**src/common/mic_pkg.sv**
```systemverilog
package mic_pkg;

	// Register indices on the plain register port.
	localparam logic [3:0] REG_EDGE_SELECT = 4'h0;
	localparam logic [3:0] REG_IRQ_CONTROL_0 = 4'h1;
	localparam logic [3:0] REG_IRQ_CONTROL_1 = 4'h2;
	localparam logic [3:0] REG_IRQ_CONTROL_2 = 4'h3;
	localparam logic [3:0] REG_IRQ_CONTROL_3 = 4'h4;
	localparam logic [3:0] REG_GROUP_0_SOURCES = 4'h5;
	localparam logic [3:0] REG_GROUP_1_SOURCES = 4'h6;
	localparam logic [3:0] REG_GROUP_2_SOURCES = 4'h7;
	localparam logic [3:0] REG_GROUP_3_SOURCES = 4'h8;
	localparam int REG_COUNT = 9;
	localparam int NUM_PINS = 4;
	localparam int NUM_GROUPS = 4;
	localparam int NUM_VECTORS = 13;
	localparam int PC_W = 13;

	// Implemented bits of each register; all others read as zero.
	localparam logic [REG_COUNT-1:0][7:0] REG_MASK = {
		8'hff, 8'hbb, 8'hff, 8'h33, 8'h33, 8'hff, 8'hff, 8'h7f, 8'hff
	};
	localparam logic [7:0] REG_RESET = 8'h00;

	// Global enable position in control register 0.
	localparam logic [2:0] GIE_BIT = 3'h0;

	// Trigger codes of the two-bit per-pin field.
	localparam logic [1:0] EDGE_OFF = 2'h0;
	localparam logic [1:0] EDGE_RISE = 2'h1;
	localparam logic [1:0] EDGE_FALL = 2'h2;
	localparam logic [1:0] EDGE_BOTH = 2'h3;
	localparam int EDGE_FIELD_W = 2;

	// Group source registers: enables in the low nibble, flags in the high nibble.
	localparam int GRP_FLAG_LSB = 4;
	localparam logic [NUM_GROUPS-1:0][3:0] GRP_REG = {
		REG_GROUP_3_SOURCES, REG_GROUP_2_SOURCES, REG_GROUP_1_SOURCES, REG_GROUP_0_SOURCES
	};

	// Vector identifiers, in fixed priority order, index 0 highest.
	typedef enum logic [3:0] {
		VEC_PIN0 = 4'h0,
		VEC_PIN1 = 4'h1,
		VEC_CONV = 4'h2,
		VEC_TB0 = 4'h3,
		VEC_TB1 = 4'h4,
		VEC_GRP0 = 4'h5,
		VEC_GRP1 = 4'h6,
		VEC_GRP2 = 4'h7,
		VEC_GRP3 = 4'h8,
		VEC_CMP0 = 4'h9,
		VEC_CMP1 = 4'ha,
		VEC_PIN2 = 4'hb,
		VEC_PIN3 = 4'hc
	} mic_vec_t;
	localparam int VEC_GRP_BASE = 5;

	// Per vector: register, enable bit and request flag bit, listed from vector 12 down to 0.
	localparam logic [NUM_VECTORS-1:0][3:0] VEC_REG = {
		4'h4, 4'h4, 4'h3, 4'h3, 4'h3, 4'h3, 4'h2, 4'h1, 4'h2, 4'h2, 4'h2, 4'h1, 4'h1
	};
	localparam logic [NUM_VECTORS-1:0][2:0] VEC_EN_BIT = {
		3'h1, 3'h0, 3'h3, 3'h2, 3'h1, 3'h0, 3'h3, 3'h3, 3'h2, 3'h1, 3'h0, 3'h2, 3'h1
	};
	localparam logic [NUM_VECTORS-1:0][2:0] VEC_FLAG_BIT = {
		3'h5, 3'h4, 3'h7, 3'h6, 3'h5, 3'h4, 3'h7, 3'h6, 3'h6, 3'h5, 3'h4, 3'h5, 3'h4
	};

	// Vector of each external pin, pin 3 first.
	localparam logic [NUM_PINS-1:0][3:0] PIN_VEC = {4'hc, 4'hb, 4'h1, 4'h0};

	// Peripheral source events, each a one-cycle pulse on ref_clk.
	typedef struct packed {
		logic [3:0] tmr_match_p;
		logic [3:0] tmr_match_a;
		logic conv_done;
		logic [1:0] timebase;
		logic [1:0] cmp_change;
		logic low_volt;
		logic eeprom;
		logic serial_module;
		logic serial_async;
		logic bus_timeout;
	} mic_events_t;

	// Answer to the core sequencer.
	typedef struct packed {
		logic take;
		mic_vec_t vector;
		logic push;
		logic [PC_W-1:0] push_pc;
		logic pop;
	} mic_core_t;

	// Whole state of the controller.
	typedef struct packed {
		logic [REG_COUNT-1:0][7:0] regs;
		logic [NUM_PINS-1:0] pin_s1;
		logic [NUM_PINS-1:0] pin_s2;
		logic [NUM_PINS-1:0] pin_s3;
		logic [NUM_GROUPS-1:0][3:0] grp_seen;
		logic [7:0] rdata;
		logic wake;
		mic_core_t core;
	} mic_state_t;

endpackage : mic_pkg

```
**src/verilog/mic_intc.sv**
```systemverilog
// Summary of operation
// - Pin trigger code 00 off, 01 rising, 10 falling, 11 both edges.
// - Edge select: pin 3 bits 7-6, pin 2 5-4, pin 1 3-2, pin 0 1-0.
// - Source events set their request flag regardless of any enable.
// - A set flag vectors only when its enable bit is one.
// - Global enable at zero blocks every interrupt.
// - Taking an interrupt pushes the next PC and loads the source vector.
// - Return from interrupt pops the saved PC off the stack.
// - Servicing any interrupt clears the global enable automatically.
// - Requests arriving while blocked still set their flags.
// - Timer, UART, serial, EEPROM, low-voltage, time-out reach core via group vectors.
// - Control 0: global enable, pin0/pin1/group0 enables, their flags, bit 7 unused.
// - Control 1: converter, time base 0/1, group 1 enables, flags above.
// - Group 0: timer 0 match P/A enables bits 0-1, flags bits 4-5.
// - Group 1: low-voltage, EEPROM, serial, UART enables, flags above.
// - Group 2: timer 1 P/A and bus time-out enables, flags 4, 5, 7.
// - Group 3: timer 2 P/A, timer 3 P/A enables, flags above.
// - Unimplemented bits read as zero.
// - Group service clears only the group flag, not source flags.
// - A full stack blocks acknowledgement of every request.
// - Pin, converter and comparator service clears its own flag.
// - Any flag newly set by hardware during sleep wakes the device.
`timescale 1ns/1ns
`default_nettype none

module mic_intc
	import mic_pkg::*;
(
	// Clock and reset.
	input wire logic ref_clk,
	input wire logic arst_n,
	// Register port.
	input wire logic [3:0] reg_addr,
	input wire logic [7:0] reg_wdata,
	input wire logic reg_wr,
	input wire logic reg_rd,
	output logic [7:0] reg_rdata,
	// External interrupt pins, asynchronous.
	input wire logic [NUM_PINS-1:0] ext_pin,
	// Peripheral source events.
	input wire mic_events_t events,
	// Core sequencer side.
	input wire logic core_boundary,
	input wire logic [PC_W-1:0] core_pc,
	input wire logic stack_full,
	input wire logic return_from_irq,
	input wire logic sleep_mode,
	output logic irq_take,
	output mic_vec_t irq_vector,
	output logic stack_push,
	output logic [PC_W-1:0] stack_push_pc,
	output logic stack_pop,
	output logic wake
);

	mic_state_t q;
	mic_state_t next_q;

	// Edge detector for one pin under its two-bit trigger code.
	function automatic logic edge_hit(input logic [1:0] sel, input logic now, input logic prev);
		logic rise;
		logic fall;
		rise = now & ~prev;
		fall = ~now & prev;
		unique case (sel)
			EDGE_OFF: edge_hit = 1'b0;
			EDGE_RISE: edge_hit = rise;
			EDGE_FALL: edge_hit = fall;
			EDGE_BOTH: edge_hit = rise | fall;
		endcase
	endfunction : edge_hit

	// Pending request of one vector: its flag and its enable together.
	function automatic logic vec_pending(input logic [REG_COUNT-1:0][7:0] r, input int v);
		vec_pending = r[VEC_REG[v]][VEC_FLAG_BIT[v]] & r[VEC_REG[v]][VEC_EN_BIT[v]];
	endfunction : vec_pending

	// Next state: sync, decode, software access, service, then hardware sets.
	always_comb begin
		logic [REG_COUNT-1:0][7:0] hw_set;
		logic [NUM_GROUPS-1:0][3:0] grp_src;
		logic [3:0] grp_live;
		logic found;
		logic [3:0] pick;
		logic [1:0] sel;
		next_q = q;
		hw_set = '0;
		grp_src = '0;
		found = 1'b0;
		pick = 4'h0;
		sel = EDGE_OFF;
		grp_live = 4'h0;

		// Three-stage synchroniser; only the second and third stages feed the edge logic.
		next_q.pin_s1 = ext_pin;
		next_q.pin_s2 = q.pin_s1;
		next_q.pin_s3 = q.pin_s2;

		// Pin edges set the pin flags whatever the enables say.
		for (int p = 0; p < NUM_PINS; p++) begin
			sel = q.regs[REG_EDGE_SELECT][EDGE_FIELD_W*p +: EDGE_FIELD_W];
			if (edge_hit(sel, q.pin_s2[p], q.pin_s3[p])) begin
				hw_set[VEC_REG[PIN_VEC[p]]][VEC_FLAG_BIT[PIN_VEC[p]]] = 1'b1;
			end
		end

		// Direct sources set their own flags.
		if (events.conv_done) begin
			hw_set[VEC_REG[VEC_CONV]][VEC_FLAG_BIT[VEC_CONV]] = 1'b1;
		end
		if (events.timebase[0]) begin
			hw_set[VEC_REG[VEC_TB0]][VEC_FLAG_BIT[VEC_TB0]] = 1'b1;
		end
		if (events.timebase[1]) begin
			hw_set[VEC_REG[VEC_TB1]][VEC_FLAG_BIT[VEC_TB1]] = 1'b1;
		end
		if (events.cmp_change[0]) begin
			hw_set[VEC_REG[VEC_CMP0]][VEC_FLAG_BIT[VEC_CMP0]] = 1'b1;
		end
		if (events.cmp_change[1]) begin
			hw_set[VEC_REG[VEC_CMP1]][VEC_FLAG_BIT[VEC_CMP1]] = 1'b1;
		end

		// Shared sources land in group registers, aligned with their enables.
		grp_src[0] = {2'h0, events.tmr_match_a[0], events.tmr_match_p[0]};
		grp_src[1] = {events.serial_async, events.serial_module, events.eeprom, events.low_volt};
		grp_src[2] = {events.bus_timeout, 1'b0, events.tmr_match_a[1], events.tmr_match_p[1]};
		grp_src[3] = {events.tmr_match_a[3], events.tmr_match_p[3],
			events.tmr_match_a[2], events.tmr_match_p[2]};
		for (int g = 0; g < NUM_GROUPS; g++) begin
			hw_set[GRP_REG[g]][GRP_FLAG_LSB +: 4] = grp_src[g];
			// A group flag rises on a new enabled source, so a serviced group does not re-fire
			// from a source flag that software has not cleared yet.
			grp_live = q.regs[GRP_REG[g]][GRP_FLAG_LSB +: 4] & q.regs[GRP_REG[g]][3:0];
			next_q.grp_seen[g] = grp_live;
			if (|(grp_live & ~q.grp_seen[g])) begin
				hw_set[VEC_REG[VEC_GRP_BASE+g]][VEC_FLAG_BIT[VEC_GRP_BASE+g]] = 1'b1;
			end
		end

		// Software write stores only implemented bits.
		if (reg_wr && (int'(reg_addr) < REG_COUNT)) begin
			next_q.regs[reg_addr] = reg_wdata & REG_MASK[reg_addr];
		end

		// Read data stand in the cycle after the strobe; unmapped reads give zero.
		next_q.rdata = 8'h00;
		if (reg_rd && (int'(reg_addr) < REG_COUNT)) begin
			next_q.rdata = q.regs[reg_addr] & REG_MASK[reg_addr];
		end

		// Fixed priority: the lowest pending vector index wins.
		for (int v = NUM_VECTORS - 1; v >= 0; v--) begin
			if (vec_pending(q.regs, v)) begin
				found = 1'b1;
				pick = 4'(v);
			end
		end

		// Acknowledge at an instruction boundary only.
		next_q.core.take = 1'b0;
		next_q.core.push = 1'b0;
		if (core_boundary && found && q.regs[REG_IRQ_CONTROL_0][GIE_BIT] && !stack_full) begin
			next_q.core.take = 1'b1;
			next_q.core.vector = mic_vec_t'(pick);
			next_q.core.push = 1'b1;
			next_q.core.push_pc = core_pc;
			next_q.regs[REG_IRQ_CONTROL_0][GIE_BIT] = 1'b0;
			// Own flag for direct sources, group flag only for group vectors.
			next_q.regs[VEC_REG[pick]][VEC_FLAG_BIT[pick]] = 1'b0;
		end

		// Return pops the saved program counter.
		next_q.core.pop = return_from_irq;

		// A hardware set wins over any clear in the same cycle.
		for (int r = 0; r < REG_COUNT; r++) begin
			next_q.regs[r] = next_q.regs[r] | (hw_set[r] & REG_MASK[r]);
		end

		// Wake on any flag newly set by hardware while asleep.
		next_q.wake = 1'b0;
		for (int r = 0; r < REG_COUNT; r++) begin
			if (sleep_mode && (|(hw_set[r] & REG_MASK[r] & ~q.regs[r]))) begin
				next_q.wake = 1'b1;
			end
		end
	end

	// State register; everything comes up cleared, pins disabled.
	always_ff @(posedge ref_clk or negedge arst_n) begin
		if (!arst_n) begin
			q <= '0;
		end else begin
			q <= next_q;
		end
	end

	// Outputs straight from the state register.
	assign reg_rdata = q.rdata;
	assign irq_take = q.core.take;
	assign irq_vector = q.core.vector;
	assign stack_push = q.core.push;
	assign stack_push_pc = q.core.push_pc;
	assign stack_pop = q.core.pop;
	assign wake = q.wake;

endmodule : mic_intc

`default_nettype wire

```
**config.mk**
```make
export PLATFORM = sky130hd
export DESIGN_NAME = mic_intc
export DESIGN_NICKNAME = d
export VERILOG_FILES = /design/src/common/mic_pkg.sv /design/src/verilog/mic_intc.sv
export SDC_FILE = /design/constraint.sdc
export NUM_CORES = 1
export LEC_CHECK = 0
export ABC_AREA = 1
export BUFFER_PORTS_ARGS = -buffer_cell sky130_fd_sc_hd__buf_2
export CORE_ASPECT_RATIO = 1.75
export CORE_MARGIN = 4
export CORE_UTILIZATION = 58
export CTS_BUF_LIST = sky130_fd_sc_hd__clkbuf_16
export CTS_CLUSTER_DIAMETER = 100
export CTS_CLUSTER_SIZE = 8
export DETAILED_ROUTE_END_ITERATION = 7
export PLACE_DENSITY_LB_ADDON = 0.05
export SLEW_MARGIN = 5
export SYNTH_ARGS = -nofsm -noshare
export SYNTH_HDL_FRONTEND = slang
export SYNTH_SLANG_ARGS = --single-unit
```
**constraint.sdc**
```tcl
create_clock -name ref_clk -period 3 [get_ports ref_clk]
set_clock_uncertainty 0.2 [all_clocks]
set_input_delay 0.6 -clock ref_clk [delete_from_list [all_inputs] [get_ports ref_clk]]
set_output_delay 0.6 -clock ref_clk [all_outputs]
set_load 0.01 [all_outputs]
```
**After elaboration in Yosys (flattened, before gate mapping)**

Memory sizes are Yosys's and may differ from the RTL's.
Index checks and enable logic that the tools add are counted.

- Equal/unequal tests: 12
- Multiplexer cells: 67
- Magnitude comparators: 8
- Shift-type cells: 0
- Add/subtract/negate cells: 0
- $mul: 0
- Bitwise logic cells: 73
- Divide/modulo/power cells: 0
- Reductions and logical operators: 33

Operator list:

| cell | count |
|---|---|
| 72-bit 2-to-1 mux | 2 |
| 72-bit AND | 1 |
| 72-bit bitwise mux | 1 |
| 72-bit inverter | 1 |
| 8-bit demux with 4-bit select | 2 |
| 8-bit inverter | 8 |
| 8-bit OR reduction | 8 |
| 8-bit AND | 7 |
| 4-bit 2-to-1 mux | 14 |
| 8-bit 2-to-1 mux | 5 |
| 8-bit OR | 5 |
| 1-bit 2-to-1 mux | 35 |
| 4-bit AND | 8 |
| 8-bit binary-select mux with 4-bit select | 1 |
| 1-bit AND | 21 |
| 19-bit 2-to-1 mux | 1 |
| 6-bit by 8-bit AND with 8-bit output | 2 |
| 2-bit equality test (second input constant) | 8 |
| 1-bit logical AND | 16 |
| 4-bit inverter | 4 |
| 8-bit by 6-bit OR with 8-bit output | 2 |
| 1-bit case mux with 4 select lines | 4 |
| 4-bit OR reduction | 4 |
| 4-bit by 5-bit < comparator with 1-bit output (second input constant) | 3 |
| 13 further kinds | 30 |

- Bits in registers: 129
- Bits in latches: 0
- Memories kept: 3
- Memory bits (read-only): 240
- Bits in writable memories: 0
- Bits of input ports: 55

Memories:

| memory | words | width | rd ports | clocked after Yosys merged registers in | wr ports | line | source |
|---|---|---|---|---|---|---|---|
| (name not given) | 16 | 8 | 1 | 0 | 0 | mic_intc.sv:149 | `next_q.rdata = q.regs[reg_addr] & REG_MASK[reg_addr];` |
| (name not given) | 16 | 4 | 1 | 0 | 0 | mic_intc.sv:170 | `next_q.regs[VEC_REG[pick]][VEC_FLAG_BIT[pick]] = 1'b0;` |
| (name not given) | 16 | 3 | 1 | 0 | 0 | mic_intc.sv:170 |  |

**Longest topological paths before layout**

Gate-level depths: netlist of the first run.

- Depth after elaboration: 26
- Mapped depth: 24
- Depth with buffers taken out: 24

**Least setup slack after synthesis of the first run**

OpenSTA, ideal clock, no wires.

- Path type: reg2reg
- From: register q[93] in the netlist's numbering
- To: register q[72] in the netlist's numbering
- Setup time: 132 ps
- Arrival time: 2007 ps
- Cell stages (with the launch flop): 22
- Slack: 662 ps
- Period minus slack after synthesis: 2338 ps
- Path through: dfrtp_1 -> nand2_1 -> inv_1 -> nand2_1 -> nand2_1 -> nand2_1 -> nand2_1 -> nand2_1 -> nand2_1 -> nand2_1 -> nand2_1 -> nand2_1 -> nand2_1 -> nand2_1 -> inv_1 -> ha_1 -> nor3_2 -> nor2_4 -> nor2_4 -> inv_2 -> nor2_1 -> a31oi_1

RTL lines:

| item | line | source |
|---|---|---|
| start, declared | mic_intc.sv:56 | `mic_state_t q;` |
| start signal, assigned | mic_intc.sv:195 | `q <= next_q;` |

==> results of run 1 <==
## per-stage QoR
| step | utilization (%) | worst slack (ns) | hold slack, ns | total power [mW] | cells |
|---|---|---|---|---|---|
| floorplan | - | 0.662 | 0.104 | 3.46 | 766 |
| global placement | 63.3 | 0.396 | 0.134 | 3.84 | 949 |
| detailed placement | 63.3 | 0.333 | 0.137 | 3.88 | 949 |
| CTS | 69.0 | 0.314 | 0.0766 | 6.00 | 981 |
| global route | 69.0 | 0.0850 | 0.0860 | 6.31 | 981 |
| finish | 69.0 | 0.274 | 0.0918 | 5.98 | 981 |
## area by class of cell
class | instances | area (um^2)
multi-input combinational | 483 | 2460
fill | 903 | 3320
inverter | 116 | 435
sequential | 128 | 3200
timing repair buffer | 93 | 512
clock inverter | 14 | 174
clock buffer | 17 | 425
tap | 130 | 163
## sequential cells by signal, summed over array words and instances, names as in the netlist
name / count
irq_vector: 4
next_q: 8
q: 92
reg_rdata: 8
stack_pop: 1
stack_push: 1
stack_push_pc: 13
wake: 1
## critical path: stages, from the launching register on
cell and delay (ns):
dfrtp_1 0.41, nand2_1 0.15, inv_1 0.05, nand2_1 0.05, nand2_1 0.04, nand2_1 0.05, nand2_1 0.04, nand2_1 0.05
nand2_1 0.04, nand2_1 0.06, nand2_1 0.05, nand2_1 0.07, nand2_1 0.09, nand2_1 0.11, inv_1 0.07, ha_1 0.22
nor3_2 0.25, nor2_4 0.09, nor2_4 0.12, inv_2 0.03, nor2_1 0.21, a31oi_1 0.13
## Yosys cell counts
cell type,number,share of area (%)
a211oi_1,2,0.24
a21oi_1,29,2.3
a21oi_2,2,0.28
a221o_1,2,0.32
a221oi_1,2,0.28
a22oi_1,16,1.9
a31oi_1,4,0.39
a32oi_1,1,0.14
buf_2,2,0.16
buf_4,26,3.1
clkbuf_1,11,0.65
clkinv_1,1,0.059
dfrtp_1,128,50
ha_1,11,2.2
inv_1,101,6.0
inv_2,14,0.83
nand2_1,217,13
nand2_2,13,1.3
nand2_4,1,0.18
nand3_1,13,1.0
nand3_2,3,0.47
nand4_1,5,0.49
nor2_1,37,2.2
nor2_2,2,0.20
nor2_4,6,1.1
nor2_8,1,0.32
nor3_1,1,0.079
nor3_2,1,0.16
nor3_4,1,0.26
nor4_1,1,0.099
o2111ai_1,5,0.69
o21ai_0,74,5.8
o21ai_1,9,0.71
o21bai_1,4,0.47
o221ai_1,5,0.69
o22a_1,1,0.14
o22ai_1,10,0.99
o311ai_0,1,0.14
o31ai_1,1,0.12
o31ai_4,1,0.33
or2_2,1,0.099
## kinds of logic (layout without fill, tap and decap cells)
kind of cell	count (synthesis)	in the layout	share of synthesized area [%]
flops	128	128	50.4
simple gates	303	303	20.7
fa+ha+maj	11	11	2.17
compound gates	169	169	15.9
buf+inv	155	240	10.7
## power by group
| part | leakage [nW] | switching, mW | total [mW] | internal (mW) |
|---|---|---|---|---|
| Combinational | 2.18 | 1.03 | 1.57 | 0.536 |
| Sequential | 1.52 | 0.250 | 2.31 | 2.06 |
| Clock | 0.294 | 0.735 | 2.10 | 1.37 |
## routing by layer
metal  track usage (%)  share of wire, %  vias up  routed length (um)
li1                  -                 -     2590                   -
met1              35.1                39     2542                6880
met2              49.8                52      197                9170
met3              4.57               4.3       54                 759
met4              15.7               5.2        0                 927
met5                 0                 0        -                   0
## worst max path at each step
stage	cells after the start	endpoint	slack (ns)
after global placement	21	q[72]$_DFF_PN0_	0.40
after CTS	21	q[72]$_DFF_PN0_	0.31
after global routing	23	q[95]$_DFF_PN0_	0.09
after floorplan	21	q[72]$_DFF_PN0_	0.66
after detailed placement	21	q[72]$_DFF_PN0_	0.33
final	21	q[72]$_DFF_PN0_	0.27
==> metrics.txt, run 1 <==
status=complete, no violations; DR vias=5,383; max_cap viols=0; pin count of the biggest net entering global routing=65; drt wl/cell=around 18 um; GPL Wtd Cong=0.979; CTS-repair resized insts=0; commonest cells after routing, fill and taps aside=217 x nand2_1, 128 x dfrtp_1, 102 x inv_1; Layout area overhead=16.2%; RR Startpoint=q[93]$_DFF_PN0_; Max Slew Vio Count=0; worst reg2reg path endpoint=q[72]$_DFF_PN0_; DR pass1 iterations=5; min-delay src=ext_pin[2]; kind of critical path=reg2reg; element type at the critical path start=flip-flop; Starting Density=59.4%; Syn Inst Count=766; # port buffers=83; largest fanout on the critical path=4; Die Area=12,800 um^2; initial antenna violation count=0; Inserted Clock Buffers=17; core box area=10,700 um^2; Max VDD drop=0.651 mV; register bit total from synthesis=roughly 130; I/O pins=84; H-tree Lvls=4; final instance area=~7400 um^2; Min-Delay Endpoint=next_q[51]$_DFF_PN0_; CTS tree=built; HP Class=in2reg; Antenna diodes=0; final wirelength=17.7 mm; FMAX=367 MHz; drt first-iter violations=approximately 330; DR DRC count=0; vias in the first global route=5,469; unrepaired setup endpoints after global routing=no; Slew @ Worst Pin=roughly 0.71 ns; Die W=between 80 and 90 um; most common cell after layout, fill and taps aside=nand2_1; Worst Path Required=3.07 ns; cts hold-fix bufs=1; Syn Std Cell Area=6350 um^2; Crit path arrival time=2.80 ns; share of cells above drive strength 1=19.3%; Final ANT Viol Nets=0; Clock Sinks=128; Die Height=146 um; Post-DP HPWL=13.3 mm; Netlist cell types=41; Worst R2R Path Depth=21; Clock transition at path regs=~0.06 ns; total track usage=just under 30%; row count=50; syn nets=832; synthesized area per cell=approximately 8.3 um^2; Leak=roughly 4 nW; first-pass GRT wire length=28.3 mm; CP startpoint=q[93]$_DFF_PN0_; Reg2Reg Setup Slack=0.27 ns; Pwr Density=810 nW/um^2; DP Area=6770 um^2; fin crit period=roughly 2.7 ns; Final Cycle Share=90.9%; Vias/cell=5.49; grt total ovfl=0; Sum Neg Setup Slack=0 ns; Post-CTS Setup Bufs=0; Slew HR=52.4%; CP endpoint kind=flip-flop; hold path cells=1; Final Hold Violating Endpoints=0; Bufs on Longest Clock Path=2; Final setup viols=0; Nets=905; root buffer cell=clkbuf_16; clk_lat worst skew=roughly 0.41 ns; YS warnings=0; Seq/Total Area, Yosys=50.4%
(Power assumes the default switching activity.)
==> run 2: changes to the inputs <==
Settings changed: PLACE_DENSITY from default to 0.8, PLACE_DENSITY_LB_ADDON 0.05 to default.
==> run 2 against run 1 <==
Global-route usage about the same. First-iteration DRC count increased by 6.7%. Die area did not move. Clock power down 5%. Cell area hardly changed. Non-clock buffer count is 4 higher. Routed wire length increased by 2.2%. Largest power group unchanged. Setup slack worse by 0.038 ns. Fmax shrank 1.4%.
==> metrics.txt, run 2 (synthesis results as in run 1) <==
DP Area=6790 um^2 (+0.39%); Sum Neg Setup Slack=0 ns (unchanged); Worst R2R Path Depth=21 (unchanged); Slew HR=44.9% (-7.5 points); Die Area=12,800 um^2 (unchanged); vias in the first global route=5,355 (-2.1%); slowest stage cell on the critical path=dfrtp_1; Bufs on Longest Clock Path=2 (unchanged); CTS tree=built; delay-heaviest family, CP=simple AND/OR/NAND/NOR gates; total track usage=29.4% (about the same); Final ANT Viol Nets=0 (unchanged); Post-CTS Setup Bufs=0 (unchanged); Critical Path Sink=q[72]$_DFF_PN0_; post-route insts no fill=986 (+0.51%); CP endpoint kind=flip-flop; Top reg by flops=q; kind of critical path=reg2reg; CP max stage delay=0.40 ns (about the same); H-tree Lvls=4 (unchanged); CP Cell Sequence=nand2_1 > inv_1 > nand2_1 > nand2_1 > nand2_1 > nand2_1 > nand2_1 > nand2_1 > nand2_1 > nand2_1 > nand2_1 > nand2_1 > nand2_1 > inv_1 > ha_1 > nor3_2 > nor2_4 > nor2_4 > inv_2 > nor2_1 > a31oi_1; element type at the critical path start=flip-flop; # port buffers=83 (unchanged); Final Cycle Share=92.2% (+1.3 points); share of cells above drive strength 1=19.7% (+0.47 points); Nets=909 (+0.44%); Worst Path Required=3.08 ns (about the same); max FFs per register=92 (unchanged); Antenna diodes=0 (unchanged); Vias/cell=5.62 (+2.5%); fin crit period=2.76 ns (+0.0381 ns); GPL Wtd Cong=0.971 (-0.84%); Final setup viols=0 (unchanged); Die W=87.1 um (unchanged); register area=3200 um^2 (unchanged); Die Height=146 um (unchanged); Crit path arrival time=2.84 ns (+0.04 ns); Multi-input gate area=2460 um^2 (unchanged); commonest cells after routing, fill and taps aside=217 x nand2_1, 128 x dfrtp_1, 102 x inv_1; Leak=3.99 nW (about the same); Max VDD drop=0.617 mV (-5.2%); Inst Count DP=953 (+0.42%); grt total ovfl=0 (unchanged); DR DRC count=0 (unchanged); final instance area=7370 um^2 (about the same); DR vias=5,546 (+3.0%); pin count of the biggest net entering global routing=49 (-25%); status=complete, no violations; Post-DP HPWL=13.9 mm (+4.0%); row count=50 (unchanged); initial antenna violation count=0 (unchanged); unrepaired setup endpoints after global routing=no; Final Core Density=68.9% (about the same); pre-CTS setup slack=0.352 ns (+0.0182 ns); Max Slew Vio Count=0 (unchanged); cell mode on critical path=nand2_1; RR Startpoint=q[93]$_DFF_PN0_; Pwr Density=798 nW/um^2 (-1.4%); CTS-repair resized insts=0 (unchanged); first-pass GRT wire length=28.1 mm (-0.85%); Starting Density=59.4% (unchanged); Clock transition at path regs=0.06 ns (about the same); hold slack=0.0921 ns (+0.000343 ns); worst reg2reg path endpoint=q[72]$_DFF_PN0_; HP Class=in2reg; I/O pins=84 (unchanged); most common cell after layout, fill and taps aside=nand2_1; core box area=10,700 um^2 (unchanged); Crit path buffers/inverters=3 (unchanged); final wirelength=18.1 mm (+2.2%); Inserted Clock Buffers=17 (unchanged); Filler cells=866 (-4.1%); max_cap viols=0 (unchanged); largest fanout on the critical path=4 (unchanged); DR pass1 iterations=7 (+2); Layout area overhead=16.1% (about the same); Pwr Total=5.89 mW (-1.5%); Clock Sinks=128 (unchanged); CP startpoint=q[93]$_DFF_PN0_; WP depth=21 (unchanged); Reg2Reg Setup Slack=0.24 ns (-0.04 ns); FMAX=362 MHz (-1.4%); setup ws final=0.235 ns (-0.0381 ns); root buffer cell=clkbuf_16; clk_lat worst skew=0.41 ns (about the same); Slew @ Worst Pin=0.820 ns (+0.112 ns); Final Hold Violating Endpoints=0 (unchanged); cts hold-fix bufs=1 (unchanged); drt wl/cell=18.4 um (+1.6%); drt first-iter violations=349 (+6.7%)
## run 2: cell count changes in the layout (fill, tap and decap cells not counted)
cell	previous run	this run
buf_4	8	13
inv_6	0	3
bufinv_16	4	2
buf_6	1	0
clkinv_2	2	1
clkinvlp_4	1	2
## run 2: how the worst min path moves through the flow
| stage | end | cells after the start | from |
|---|---|---|---|
| finish | next_q[51]$_DFF_PN0_ | 1 | ext_pin[2] |
| global route | next_q[52]$_DFF_PN0_ | 1 | ext_pin[3] |
| CTS | next_q[50]$_DFF_PN0_ | 1 | ext_pin[1] |
| detailed placement | next_q[48]$_DFF_PN0_ | 0 | next_q[52]$_DFF_PN0_ |
| global placement | next_q[47]$_DFF_PN0_ | 0 | next_q[51]$_DFF_PN0_ |
| floorplan | irq_vector[0]$_DFFE_PN0N_ | 0 | arst_n |
## run 2: worst register-to-register path, stage by stage, from the launching register on
cell	delay (ns)
dfrtp_1	0.40
nand2_1	0.13
inv_1	0.06
nand2_1	0.05
nand2_1	0.05
nand2_1	0.05
nand2_1	0.05
nand2_1	0.05
nand2_1	0.05
nand2_1	0.06
nand2_1	0.06
nand2_1	0.08
nand2_1	0.08
nand2_1	0.12
inv_1	0.08
ha_1	0.23
nor3_2	0.28
nor2_4	0.09
nor2_4	0.12
inv_2	0.04
nor2_1	0.21
a31oi_1	0.12
## run 2: metal layers
layer / vias up / track usage (%) / wire length [um] / share of wire, %
met5: - / 0 / 0 / 0
met4: 0 / 15.0 / 883 / 4.9
met3: 55 / 4.91 / 1110 / 6.1
met2: 269 / 50.2 / 9300 / 51
met1: 2613 / 34.8 / 6830 / 38
li1: 2609 / - / - / -
## run 2: layout make-up
class,instances,area share (%)
flip-flops and latches,128,43.4
multi-input cells,483,33.4
repair buffers,97,7.30
inverters,116,5.91
clock buffers,17,5.77
well taps,130,2.21
clock inverters,15,1.93
## run 2: report_power, final
group	internal [mW]	switching [mW]
clock network	1.22	0.775
logic	0.539	1.06
registers	2.06	0.243
total	3.81	2.08
==> run 3: changes to the inputs <==
Settings changed: ABC_AREA 1 to default.
==> run 3 against run 2 <==
Combinational power is 7% higher. Routed wire length up 12%. Power grew 3.9%. Largest power group unchanged. Highest routed layer unchanged. Synthesized cell count decreased by 20%. Sequential power about the same. Cell area rose by 4.6%. Cell count decreased by 14%. Via count decreased by 3.1%.
==> metrics.txt, run 3 <==
pin count of the biggest net entering global routing=65 (+33%); Post-CTS Setup Bufs=0 (unchanged); HP Class=in2reg; Post-DP HPWL=15.6 mm (+13%); drt wl/cell=23.9 um (+30%); pre-CTS setup slack=0.134 ns (-0.217 ns); Vias/cell=6.33 (+13%); Max Slew Vio Count=0 (unchanged); # port buffers=83 (unchanged); max_cap viols=0 (unchanged); dominant synthesized flop cell=dfrtp_1; Final setup viols=0 (unchanged); element type at the critical path start=flip-flop; share of cells above drive strength 1=30.2% (+10 points); Clock Sinks=127 (-0.78%); Netlist cell types=58 (+41%); status=complete, no violations; Crit path arrival time=2.90 ns (+0.06 ns); most common cell after layout, fill and taps aside=dfrtp_1; DR vias=5,372 (-3.1%); Worst Path Required=3.07 ns (about the same); CP endpoint kind=flip-flop; Inserted Clock Buffers=17 (unchanged); EDFF count, synth=0 (unchanged); initial antenna violation count=0 (unchanged); Final Hold Violating Endpoints=0 (unchanged); Seq/Total Area, Yosys=49.2% (-1.3 points); Final ANT Viol Nets=0 (unchanged); final wirelength=20.3 mm (+12%); Synth area leaders=dfrtp_1 49%, mux2_2 6.3%, mux4_2 4.5%; register area=3180 um^2 (-0.70%); CTS tree=built; Die W=87.8 um (+0.79%); Clock transition at path regs=0.06 ns (about the same); fin crit period=2.83 ns (+0.0696 ns); total track usage=33.2% (+3.8 points); Pwr Density=793 nW/um^2 (-0.65%); Sum Neg Setup Slack=0 ns (unchanged); vias in the first global route=5,529 (+3.2%); Nets=771 (-15%); YS warnings=0 (unchanged); drt first-iter violations=424 (+21%); Slew @ Worst Pin=0.799 ns (-0.0216 ns); row count=50 (unchanged); syn nets=677 (-19%); Syn Inst Count=611 (-20%); clk_lat worst skew=0.42 ns (about the same); grt total ovfl=0 (unchanged); Layout area overhead=19.3%; Final Cycle Share=94.5% (+2.3 points); Die Height=148 um (+0.83%); Max VDD drop=0.607 mV (-1.6%); Slew HR=46.7% (+1.9 points); unrepaired setup endpoints after global routing=no; area leader, netlist=dfrtp_1; first-pass GRT wire length=31.1 mm (+11%); Leak=3.70 nW (-7.2%); ys async rst share=100% (unchanged); setup ws final=0.166 ns (-0.0696 ns); kind of critical path=reg2reg; Filler cells=764 (-12%); root buffer cell=clkbuf_16; Die Area=13,000 um^2 (+1.6%); FMAX=353 MHz (-2.5%); H-tree Lvls=4 (unchanged); commonest cells in the netlist=127 x dfrtp_1, 64 x nand2_1, 54 x inv_1; count leader, synth=dfrtp_1; Starting Density=59.7% (+0.34 points); I/O pins=84 (unchanged); Multi-input gate area=2810 um^2 (+14%); Antenna diodes=0 (unchanged); GPL Wtd Cong=0.976 (+0.58%); Synth top area share=49.2% (-1.3 points); Top reg by flops=q; core box area=10,800 um^2 (+1.2%); DR DRC count=0 (unchanged); largest fanout on the critical path=6 (+2); max FFs per register=91 (-1.1%); Syn Std Cell Area=6460 um^2 (+1.8%); commonest cells after routing, fill and taps aside=125 x dfrtp_1, 82 x buf_2, 64 x nand2_1; Bufs on Longest Clock Path=2 (unchanged); register bit total from synthesis=127 (-0.78%); synthesized area per cell=10.6 um^2 (+28%); DR pass1 iterations=6 (-1)
## run 3: changes by cell type after synthesis, sizes merged, moves of 7 or more
| cell | change |
|---|---|
| nor2 | -20 |
| nor3 | +8 |
| and2 | +22 |
| a21oi | +8 |
| nor2b | +19 |
| o21ai | -54 |
| mux2 | +36 |
| nand2 | -167 |
| nand3 | -9 |
| buf | +10 |
| a22oi | -7 |
| inv | -61 |
| mux2i | +14 |
| mux4 | +15 |
## run 3: path summary, 6_finish.rpt
| kind | start | cells after the start | slack (ns) | to |
|---|---|---|---|---|
| min | ext_pin[3] | 1 | 0.08 | next_q[52]$_DFF_PN0_ |
| max reg2reg | q[70]$_DFF_PN0_ | 11 | 0.17 | q[72]$_DFF_PN0_ |
| max in group asynchronous | arst_n | 3 | 1.60 | q[99]$_DFFE_PN0P_ |
| max | q[70]$_DFF_PN0_ | 11 | 0.17 | q[72]$_DFF_PN0_ |
| min reg2reg | next_q[49]$_DFF_PN0_ | 0 | 0.16 | next_q[45]$_DFF_PN0_ |
| min in group asynchronous | arst_n | 2 | 0.39 | q[86]$_DFF_PN0_ |
## run 3: logic make-up after synthesis
group                    after synthesis  share of synthesized area [%]
AO/OA/AOI/OAI                        143                           14.9
AND/OR/NAND/NOR                      165                           12.4
flip-flops                           127                           49.2
adder cells (fa/ha/maj)               11                           2.13
buffers and inverters                100                           7.61
multiplexers                          65                           13.8
## run 3: metrics by stage
step | hold slack, ns | power (mW) | util, % | cell area [um^2] | std cells
final | 0.0778 | 6.12 | 71.2 | 7710 | 848
after global routing | 0.0735 | 6.38 | 71.2 | 7710 | 848
after CTS | 0.0749 | 6.11 | 71.1 | 7700 | 848
after detailed placement | 0.138 | 3.97 | 65.4 | 7070 | 815
after global placement | 0.132 | 3.95 | 65.4 | 7070 | 815
after floorplan | 0.104 | 3.34 | - | 6460 | 611
## run 3: final cells by class
type,count,share of cell area (%)
Clock buffer,17,5.52
Multi-Input combinational cell,384,36.4
Sequential cell,127,41.3
Timing Repair Buffer,121,9.64
Clock inverter,15,2.42
Tap cell,130,2.11
Inverter,54,2.63
## run 3: report_power, final
part / leakage [nW] / switching (mW) / internal, mW
clock: 0.292 / 0.811 / 1.32
sequential: 1.51 / 0.258 / 2.02
combinational: 1.90 / 0.958 / 0.748
total: 3.70 / 2.03 / 4.09
## run 3: what timing repair did
| item | 4_1_cts | 5_1_grt |
|---|---|---|
| gates resized for setup | 0 | 5 |
| hold endpoints to repair | 15 | 0 |
| endpoints found under the setup margin | 0 | 8 |
| hold buffers | 1 | 0 |
## run 3: critical path: stages (launching register included)
cell       delay (ns)
dfrtp_1          0.44
a22oi_1          0.23
o221ai_1         0.13
a31o_2           0.24
nand2_1          0.07
inv_1            0.06
ha_1             0.31
a2111oi_2        0.21
o211ai_1         0.22
a21o_1           0.25
nor3_2           0.18
a311oi_1         0.13
## run 3: layer usage
layer	global-route usage, %	wire length (um)	vias to the layer above
li1	-	-	2329
met1	36.8	6760	2631
met2	56.6	10600	332
met3	5.19	1380	80
met4	22.6	1570	0
met5	0	0	-
